### src/rtl/sadc_regs.svh
// register offsets, field positions, reset values and timing counts
`ifndef SADC_REGS_SVH
`define SADC_REGS_SVH
`define SADC_OFS_CTRL 2'h0
`define SADC_OFS_RESULT 2'h1
`define SADC_OFS_STATUS 2'h2
`define SADC_OFS_MASK 2'h3
`define SADC_CTRL_CH_LSB 0
`define SADC_CTRL_DONE_BIT 3
`define SADC_CTRL_REFCON_BIT 4
`define SADC_CTRL_RESET 8'h08
`define SADC_STS_DONE_BIT 0
`define SADC_CONV_CYCLES 50
`define SADC_STEP_CYCLES 5
`define SADC_CLEAR_CYCLES 10
`endif

### src/rtl/sadc_pkg.sv
// types shared by the converter sequencer
package sadc_pkg;
  typedef enum logic [1:0] {
    SADC_IDLE,
    SADC_CLEAR,
    SADC_STEP
  } sadc_state_t;
endpackage

### src/rtl/sadc_if.sv
// link between sequencer core and its clock divider
`timescale 1ns/1ps
interface sadc_if;
  logic tick;
  logic restart;
  modport div (output tick, input restart);
  modport core (input tick, output restart);
endinterface

### src/rtl/sadc_div.sv
// divide-by-two enable for the converter operating clock
`timescale 1ns/1ps
module sadc_div (
  input wire logic MCLK, // main clock
  input wire logic RESET_N, // async reset, active low
  sadc_if.div lnk // tick out, restart in
);
  logic phase_reg;
  always_ff @(posedge MCLK or negedge RESET_N) begin
    if (!RESET_N) begin
      phase_reg <= 1'b0;
    end else if (lnk.restart) begin
      phase_reg <= 1'b0;
    end else begin
      phase_reg <= ~phase_reg;
    end
  end
  assign lnk.tick = phase_reg;
endmodule // sadc_div

### src/rtl/sadc_seq.sv
// successive-approximation converter sequencer with register port
`timescale 1ns/1ps
`include "sadc_regs.svh"
module sadc_seq #(
  parameter int NUM_CH = 8 // 8 full variant, 4 small variant
) (
  input wire logic MCLK, // main clock, 40 MHz
  input wire logic RESET_N, // async reset, active low
  input wire logic [1:0] ADDR, // register address
  input wire logic [7:0] WDATA, // write data
  input wire logic WR, // write strobe
  input wire logic RD, // read strobe
  output logic [7:0] RDATA, // read data, cycle after read
  input wire logic CMP_OUT, // comparator: 1 when reference < input
  output logic [7:0] LADDER_CODE, // trial code to ladder
  output logic REF_CONNECT, // connect reference to ladder
  output logic [2:0] MUX_SEL, // analog input channel
  output logic CONV_BUSY, // conversion running
  output logic IRQ // level interrupt
);
  localparam int CNT_W = 6;
  localparam logic [CNT_W-1:0] STEP_LAST =
    CNT_W'(`SADC_STEP_CYCLES - 1);
  localparam logic [CNT_W-1:0] CLEAR_LAST =
    CNT_W'(`SADC_CLEAR_CYCLES - 1);
  localparam logic [2:0] CH_MASK = 3'(NUM_CH - 1);

  sadc_if lnk ();
  sadc_div u_div (
    .MCLK(MCLK),
    .RESET_N(RESET_N),
    .lnk(lnk)
  );

  sadc_pkg::sadc_state_t state_reg;
  logic [2:0] ch_reg;
  logic [2:0] ch_hold_reg;
  logic done_reg;
  logic refcon_reg;
  logic [7:0] result_reg;
  logic [2:0] bit_reg;
  logic [CNT_W-1:0] cnt_reg;
  logic sts_reg;
  logic mask_reg;
  logic [7:0] rdata_reg;
  logic cmp_meta_reg;
  logic cmp_sync_reg;
  logic wr_ctrl;
  logic start;
  logic finish;
  logic [2:0] ch_wr;

  assign wr_ctrl = WR && (ADDR == `SADC_OFS_CTRL);
  assign start = wr_ctrl && !WDATA[`SADC_CTRL_DONE_BIT];
  assign lnk.restart = start;
  assign ch_wr = WDATA[`SADC_CTRL_CH_LSB +: 3] & CH_MASK;
  assign finish = (state_reg == sadc_pkg::SADC_STEP) && lnk.tick &&
    (cnt_reg == STEP_LAST) && (bit_reg == 3'h0);

  // comparator is analog, so it is synchronised before use
  always_ff @(posedge MCLK or negedge RESET_N) begin
    if (!RESET_N) begin
      cmp_meta_reg <= 1'b0;
      cmp_sync_reg <= 1'b0;
    end else begin
      cmp_meta_reg <= CMP_OUT;
      cmp_sync_reg <= cmp_meta_reg;
    end
  end

  // control register fields
  always_ff @(posedge MCLK or negedge RESET_N) begin
    if (!RESET_N) begin
      ch_reg <= 3'h0;
      refcon_reg <= 1'b0;
    end else if (wr_ctrl) begin
      ch_reg <= ch_wr;
      refcon_reg <= WDATA[`SADC_CTRL_REFCON_BIT];
    end
  end

  // a start write wins over the hardware completion in the same cycle
  always_ff @(posedge MCLK or negedge RESET_N) begin
    if (!RESET_N) begin
      done_reg <= 1'b1;
    end else if (start) begin
      done_reg <= 1'b0;
    end else if (finish) begin
      done_reg <= 1'b1;
    end
  end

  // sequencer: ten ticks of clear, then eight steps of five ticks
  always_ff @(posedge MCLK or negedge RESET_N) begin
    if (!RESET_N) begin
      state_reg <= sadc_pkg::SADC_IDLE;
      result_reg <= 8'h00;
      bit_reg <= 3'h7;
      cnt_reg <= '0;
      ch_hold_reg <= 3'h0;
    end else if (start) begin
      state_reg <= sadc_pkg::SADC_CLEAR;
      result_reg <= 8'h00;
      bit_reg <= 3'h7;
      cnt_reg <= '0;
      ch_hold_reg <= ch_wr;
    end else if (lnk.tick) begin
      unique case (state_reg)
        sadc_pkg::SADC_IDLE: begin
          cnt_reg <= '0;
        end
        sadc_pkg::SADC_CLEAR: begin
          if (cnt_reg == CLEAR_LAST) begin
            cnt_reg <= '0;
            state_reg <= sadc_pkg::SADC_STEP;
            result_reg[7] <= 1'b1;
          end else begin
            cnt_reg <= cnt_reg + CNT_W'(1);
          end
        end
        sadc_pkg::SADC_STEP: begin
          if (cnt_reg == STEP_LAST) begin
            cnt_reg <= '0;
            // sample taken after trial code settled all step long
            result_reg[bit_reg] <= cmp_sync_reg;
            if (bit_reg == 3'h0) begin
              state_reg <= sadc_pkg::SADC_IDLE;
            end else begin
              result_reg[bit_reg - 3'h1] <= 1'b1;
              bit_reg <= bit_reg - 3'h1;
            end
          end else begin
            cnt_reg <= cnt_reg + CNT_W'(1);
          end
        end
      endcase
    end
  end

  // interrupt status, write one to clear; a completion wins the clear
  always_ff @(posedge MCLK or negedge RESET_N) begin
    if (!RESET_N) begin
      sts_reg <= 1'b0;
    end else if (finish) begin
      sts_reg <= 1'b1;
    end else if (WR && (ADDR == `SADC_OFS_STATUS) &&
                 WDATA[`SADC_STS_DONE_BIT]) begin
      sts_reg <= 1'b0;
    end
  end

  always_ff @(posedge MCLK or negedge RESET_N) begin
    if (!RESET_N) begin
      mask_reg <= 1'b0;
    end else if (WR && (ADDR == `SADC_OFS_MASK)) begin
      mask_reg <= WDATA[`SADC_STS_DONE_BIT];
    end
  end

  // register reads; the result offset has no write path
  always_ff @(posedge MCLK or negedge RESET_N) begin
    if (!RESET_N) begin
      rdata_reg <= 8'h00;
    end else if (RD) begin
      unique case (ADDR)
        `SADC_OFS_CTRL:
          rdata_reg <= {3'h0, refcon_reg, done_reg, ch_reg};
        `SADC_OFS_RESULT: rdata_reg <= result_reg;
        `SADC_OFS_STATUS: rdata_reg <= {7'h00, sts_reg};
        `SADC_OFS_MASK: rdata_reg <= {7'h00, mask_reg};
      endcase
    end else begin
      rdata_reg <= 8'h00;
    end
  end

  assign RDATA = rdata_reg;
  assign LADDER_CODE = result_reg;
  // without the reference the ladder draws no current
  assign REF_CONNECT = refcon_reg;
  assign MUX_SEL = ch_hold_reg;
  assign CONV_BUSY = (state_reg != sadc_pkg::SADC_IDLE);
  assign IRQ = sts_reg & mask_reg;
endmodule // sadc_seq

### config.mk
export PLATFORM = sky130hd
export DESIGN_NAME = sadc_seq
export DESIGN_NICKNAME = d
export VERILOG_FILES = /design/src/rtl/sadc_pkg.sv /design/src/rtl/sadc_if.sv /design/src/rtl/sadc_div.sv /design/src/rtl/sadc_seq.sv
export VERILOG_INCLUDE_DIRS = /design/src /design/src/rtl
export SDC_FILE = /design/constraint.sdc
export NUM_CORES = 1
export LEC_CHECK = 0
export ABC_AREA = 1
export BUFFER_PORTS_ARGS = -buffer_cell sky130_fd_sc_hd__buf_2
export CAP_MARGIN = 30
export CORE_ASPECT_RATIO = 1.4
export CORE_MARGIN = 3
export CORE_UTILIZATION = 55
export CTS_CLUSTER_DIAMETER = 80
export DETAILED_ROUTE_END_ITERATION = 10
export HOLD_SLACK_MARGIN = 0.03
export PLACE_DENSITY = 0.79
export SYNTH_ARGS = -nofsm -noshare
export SYNTH_HDL_FRONTEND = slang
export SYNTH_SLANG_ARGS = --single-unit
### constraint.sdc
create_clock -name MCLK -period 2.2 [get_ports MCLK]
set_input_delay 0.11 -clock MCLK [delete_from_list [all_inputs] [get_ports MCLK]]
set_output_delay 0.11 -clock MCLK [all_outputs]
set_load 0.01 [all_outputs]
# == After elaboration in Yosys (flattened, before gate mapping) ==
# Cells that the tools add are included.
# word_totals
ff_bits,40
latch_bits,0
ram_bits,0
mem_bits_ro,0
inputBits,15
output_inout_bits,22
elab_cells,95
memories,0
# op_classes
add_sub_neg,2
n_mul,0
div_mod_pow,0
n_lt_le_gt_ge,4
eq_ne,11
shifts,0
mux,35
bitwise_logic,3
reduce_logical,25
# op_table
cell,count
two-way mux 8 bit,5
case mux 8 bit (4 select lines),1
two-way mux 6 bit,4
case mux 6 bit (3 select lines),1
two-way mux 3 bit,5
nonzero test 2 bit,6
logical AND 1 bit,10
two-way mux 2 bit,5
bitwise mux 8 bit,1
"less-than comparator 3 x 4 -> 1 bit, second input constant",2
two-way mux 1 bit,8
bitwise OR 8 bit,1
AND reduction 4 bit,2
two-way mux 7 bit,1
"adder 6 x 1 -> 6 bit, second input constant",1
demux 1 bit (select 3 bit),2
"equality test 2 bit, second input constant",3
"equality test 6 x 3 -> 1 bit, second input constant",1
"equality test 6 x 4 -> 1 bit, second input constant",1
">= comparator 3 x 1 -> 1 bit, second input constant",2
"inequality test 3 x 2 -> 1 bit, second input constant",2
AND reduction 5 bit,1
"equality test 2 x 1 -> 1 bit, second input constant",2
zero test 2 bit,2
other kinds (11),11

# == Logic depth before layout (Yosys ltp) ==
# logic_depth
depth_word,11
mapped_depth,11
depth_no_buf,11

# == By module ==
# From an unflattened synthesis, not the netlist that was laid out.
# hier_totals
cells_unflattened,253
hier_area_um2,2102.0
# by_module_without_submodules
mod,n_inst,cells_per_inst,area_each_um2,seq_area_each_um2
sadc_seq,1,251,2073.2,980.9
sadc_div,1,2,28.8,25.0

# == Worst setup path after synthesis ==
# Ideal clock, no wire load.
# synth_path
path_type,flip-flop to flip-flop
start,register bit_reg[0]
end,"register result_reg[7], in the netlist LADDER_CODE[7]"
setup_ns,0.065
arrival_time_ns,1.458
t_required_ns,2.135
slack_ns,0.677
path_stages_with_launch,10
path_buffers,0
synth_period_minus_slack_ns,1.523
cell_sequence,dfstp_2 inv_1 ha_1 inv_1 nand3_1 nor2_1 nor2_1 nor2_1 nand2_1 nand2_1
# synth_between
elab_chain_cells,11
word_cells_on_any_way,19
classes_between,add/sub (1); order compare (4); mux (10); bitwise (1); reduce/logical (3)
# synth_lines
element,line,rtl
from (decl),sadc_seq.sv:41,logic [2:0] bit_reg;
from (signal assigned),sadc_seq.sv:130,bit_reg <= bit_reg - 3'h1;
subtractor 3 x 1 -> 3 bit (tied with other cells),sadc_seq.sv:129,result_reg[bit_reg - 3'h1] <= 1'b1;
less-than comparator 3 x 4 -> 1 bit (not written as such) (tied with other cells),sadc_seq.sv:129,
logical AND 1 bit (not written as such) or two-way mux 1 bit (tied branches),"sadc_seq.sv:129, sadc_seq.sv:125",
two-way mux 1 bit (not written as such) or demux 1 bit (select 3 bit) (tied branches),"sadc_seq.sv:129, sadc_seq.sv:125",
demux 1 bit (select 3 bit) or bitwise mux 8 bit (tied branches),"sadc_seq.sv:129, sadc_seq.sv:125",
bitwise OR 8 bit (no source line),-,
two-way mux 8 bit (*),sadc_seq.sv:126,if (bit_reg == 3'h0) begin
two-way mux 8 bit (*),sadc_seq.sv:122,if (cnt_reg == STEP_LAST) begin
case mux 1 bit (2 select lines) (*),sadc_seq.sv:108,unique case (state_reg)
two-way mux 8 bit (*),sadc_seq.sv:107,end else if (lnk.tick) begin
two-way mux 8 bit (*),sadc_seq.sv:101,end else if (start) begin
"to (signal, indexed assignment)",sadc_seq.sv:125,result_reg[bit_reg] <= cmp_sync_reg;
to (decl),sadc_seq.sv:40,logic [7:0] result_reg;
# Every way passes the cells marked *; elsewhere a longest branch is shown, timed or not. The select of a mux whose other input is x is not followed.
# A chain may end at the register's enable or synchronous reset.

# == Worst setup path after layout ==
# Same ends and word-level chain as after synthesis.

==> run summary <==
Net Count, Synth -> 280
largest cells by area after synthesis -> sky130_fd_sc_hd__dfrtp_1 (43%), sky130_fd_sc_hd__nand2_1 (11%), sky130_fd_sc_hd__o21ai_0 (8.1%), sky130_fd_sc_hd__inv_1 (6.8%), sky130_fd_sc_hd__nand3_1 (6.7%)
proportion of netlist area held by the largest area contributor -> 42.96%
area growth from synthesis to final layout -> 15.21%
CP startpoint kind -> flip-flop
crit-path leading delay family -> flip-flops
number of storage elements in the synthesis netlist -> 40
Antenna Cells -> 0
via density per instance -> 5.178
wire length reported by the detailed router -> 4200 um
die height -> 79.06 um
design area -> 2416 um^2
clock tree from TritonCTS -> built
standard cell core area -> 3503 um^2
actual transition at the worst max-transition pin -> 0.8507 ns
gp weighted congestion -> 0.8572
number of clock buffers inserted by TritonCTS -> 5
area post-placement -> 2296 um^2
number of distinct standard cells referenced by the synthesized netlist -> 25
standard-cell rows -> 25
count of mapped cells out of synthesis -> 257
critical path's largest stage delay -> 0.59 ns
effective utilization at floorplan -> 59.86%
sequential area share after synthesis -> 47.97%
fill cell instance count of the final layout -> 315
Clock Latency Late Sink -> 0.29 ns
I/O pin total -> 37
clock tree skew after final layout -> 0.003652 ns
unrepaired setup endpoints after global routing -> false
leakage -> 1.319 nW
path type of the worst min-delay path -> in -> reg
final hold slack -> 0.03635 ns
Highest Clock Rate -> 0.5738 GHz
standard cell with the maximum stage delay on the critical path -> sky130_fd_sc_hd__dfstp_2
Longest Clk Path Bufs -> 2
pin count of the biggest net entering global routing -> 41
global-route wire length before repair -> 7238 um
average cell area after synthesis -> 8.160 um^2
buffers and inverters on the worst path -> 2
net switching fraction of the power -> 32.67%
list of cells traversed by the critical path -> inv_1, ha_1, inv_1, nand3_1, nor2_1, nor2_1, nor2_1, nand2_1, nand2_1
internal power -> 0.001292 W
via total after detailed routing -> 1750
number of H-tree levels -> 2
CTS root buf -> sky130_fd_sc_hd__clkbuf_8
kind of capture point of the worst setup path -> flip-flop
detailed placer's ending HPWL -> 3121 um
Die Area -> 4600 um^2
detailed-route wire length per cell -> 12.43 um
CP arrival -> 1.97 ns
final total power -> 0.001920 W
leading area contributor after synthesis -> sky130_fd_sc_hd__dfrtp_1
aggregate global-route resource usage -> 20.68%
drt pass-1 iters -> 4
summed instance area of the synthesized netlist -> 2097 um^2
count of input and output buffers -> 33
synth warn -> 0
die width -> 58.19 um
violation count after the first detailed-route iteration -> 64
CP required -> 2.43 ns
dominant cell type by count on the critical path -> sky130_fd_sc_hd__nor2_1
proportion of power drawn by the clock network -> 27.3%
via count of the first global-routing pass -> 1713
DRC violation count after routing -> 0
Final Critical Period -> 1.743 ns
number of hold violations in the final report -> 0
Crit Path Max Fanout -> 8
number of antenna violations at the first check in global routing -> 0
final-report max-slew violation count -> 0
result of the run -> complete, no violations
largest vdd supply drop -> 0.5989 mV
final count of negative-setup-slack endpoints -> 0
GR Overflow Total -> 0
proportion of layout cells with a drive suffix above 1 -> 19.46%
crit share post-route -> 79.21%
power density over the cells -> 794.5 nW/um^2
number of sinks on the clock net -> 40
fin nets -> 320
NetSw -> 0.0006271 W
Max-cap violations -> 0
Flop pwr share -> 46.1%
headroom to the max-slew limit -> 43.29%
Combinational Power Share -> 26.6%
setup TNS after final layout -> 0 ns
clock input transition at the sequential cells of the worst setup and hold paths -> 0.07 ns
critical path class -> reg -> reg
Final ANT Viol Nets -> 0
==> cell type report <==
| cell class | instances | area, um^2 | area share, % |
|---|---|---|---|
| inverter | 40 | 150.1 | 6.214 |
| tap | 40 | 50.05 | 2.071 |
| multi-input combinational | 175 | 924.6 | 38.27 |
| timing repair buffer | 35 | 185.2 | 7.664 |
| clock buffer | 8 | 100.1 | 4.143 |
| sequential | 40 | 1006 | 41.64 |
==> timing repair <==
item | 4_1_cts | 5_1_grt
buffers inserted | 0 | 0
hold endpoints to repair | 37 | 0
gates resized for setup | 0 | 0
hold buffers | 2 | 0
==> logic make-up (layout without fill, tap and decap cells) <==
kind of cell               count (synthesis)  in the layout  share of synthesized area [%]
xor gates and xnor gates                   2              2                         0.8355
AOI/OAI and AO/OA                         45             45                          11.10
DFF                                       40             40                          47.97
muxes                                      3              3                          1.611
and+or+nand+nor                          117            117                          25.78
adders and majority gates                  8              8                          4.773
buffers and inverters                     42             83                          7.936
==> path summary, 6_finish.rpt <==
kind / startpoint / end / slack, ns / depth (start not counted)
worst max-delay path: bit_reg[0]$_DFFE_PN1P_ / LADDER_CODE[7]$_DFFE_PN0P_ / 0.46 / 9
worst min-delay path: WDATA[1] / MUX_SEL[1]$_DFFE_PN0N_ / 0.04 / 3
worst max register to register: bit_reg[0]$_DFFE_PN1P_ / LADDER_CODE[7]$_DFFE_PN0P_ / 0.46 / 9
worst min register to register: cmp_meta_reg$_DFF_PN0_ / cmp_sync_reg$_DFF_PN0_ / 0.35 / 0
max in group asynchronous: RESET_N / MUX_SEL[0]$_DFFE_PN0N_ / 1.20 / 2
min in group asynchronous: RESET_N / LADDER_CODE[4]$_DFFE_PN0P_ / 0.48 / 2
==> power by group through the flow <==
| stage | Combinational (W) | Clock (W) | Sequential [W] |
|---|---|---|---|
| floorplan | 0.000350 | 0 | 0.000899 |
| global placement | 0.000493 | 0 | 0.000897 |
| CTS | 0.000515 | 0.000536 | 0.000884 |
| finish | 0.000510 | 0.000525 | 0.000885 |
| detailed placement | 0.000507 | 0 | 0.000899 |
| global route | 0.000585 | 0.000568 | 0.000900 |
==> layout by cell type (no fill, tap or decap), drive strengths merged <==
| master | n |
|---|---|
| nand2 | 63 |
| inv | 40 |
| o21ai | 37 |
| dfrtp | 36 |
| buf | 33 |
| nand3 | 29 |
| nor2 | 18 |
| ha | 8 |
| clkbuf | 8 |
| a21oi | 6 |
| nand4 | 5 |
| dfstp | 4 |
| mux2 | 3 |
| xor2 | 2 |
| dlygate4sd3 | 2 |
| o31ai | 1 |
| a31oi | 1 |
| nand3b | 1 |
| nor3 | 1 |
==> cells in the mapped netlist <==
| cell type | n |
|---|---|
| sky130_fd_sc_hd__nand2_1 | 62 |
| sky130_fd_sc_hd__inv_1 | 38 |
| sky130_fd_sc_hd__dfrtp_1 | 36 |
| sky130_fd_sc_hd__o21ai_0 | 34 |
| sky130_fd_sc_hd__nand3_1 | 28 |
| sky130_fd_sc_hd__nor2_1 | 13 |
| sky130_fd_sc_hd__ha_1 | 8 |
| sky130_fd_sc_hd__a21oi_1 | 5 |
| sky130_fd_sc_hd__nand4_1 | 5 |
| sky130_fd_sc_hd__dfstp_2 | 4 |
| sky130_fd_sc_hd__mux2_2 | 3 |
| sky130_fd_sc_hd__nor2_2 | 3 |
| sky130_fd_sc_hd__o21ai_1 | 3 |
| sky130_fd_sc_hd__inv_2 | 2 |
| sky130_fd_sc_hd__nor2_4 | 2 |
| sky130_fd_sc_hd__xor2_1 | 2 |
| sky130_fd_sc_hd__a21oi_2 | 1 |
| sky130_fd_sc_hd__a31oi_1 | 1 |
| sky130_fd_sc_hd__buf_2 | 1 |
| sky130_fd_sc_hd__buf_6 | 1 |
| sky130_fd_sc_hd__nand2_4 | 1 |
| sky130_fd_sc_hd__nand3_2 | 1 |
| sky130_fd_sc_hd__nand3b_4 | 1 |
| sky130_fd_sc_hd__nor3_1 | 1 |
| sky130_fd_sc_hd__o31ai_1 | 1 |
==> worst reg2reg max path, cell delays in order, from the launching register on <==
cell,delay [ns]
sky130_fd_sc_hd__dfstp_2,0.59
sky130_fd_sc_hd__inv_1,0.15
sky130_fd_sc_hd__ha_1,0.36
sky130_fd_sc_hd__inv_1,0.10
sky130_fd_sc_hd__nand3_1,0.10
sky130_fd_sc_hd__nor2_1,0.14
sky130_fd_sc_hd__nor2_1,0.06
sky130_fd_sc_hd__nor2_1,0.08
sky130_fd_sc_hd__nand2_1,0.06
sky130_fd_sc_hd__nand2_1,0.06
==> through the flow <==
| step | std cells | util, % | worst slack, ns |
|---|---|---|---|
| CTS | 338 | 68.96 | 0.4447 |
| detailed placement | 328 | 65.54 | 0.4743 |
| floorplan | 257 | - | 0.6771 |
| global placement | 328 | 65.54 | 0.4870 |
| global route | 338 | 68.96 | 0.2928 |
| finish | 338 | 68.96 | 0.4573 |
==> metal layers <==
| metal | part of all wire (%) | global-route usage (%) |
|---|---|---|
| met1 | 40 | 22.07 |
| met2 | 54 | 37.22 |
| met3 | 4.3 | 4.715 |
| met4 | 2.1 | 10.21 |
| met5 | 0 | 0 |
(Power assumes the default switching activity.)
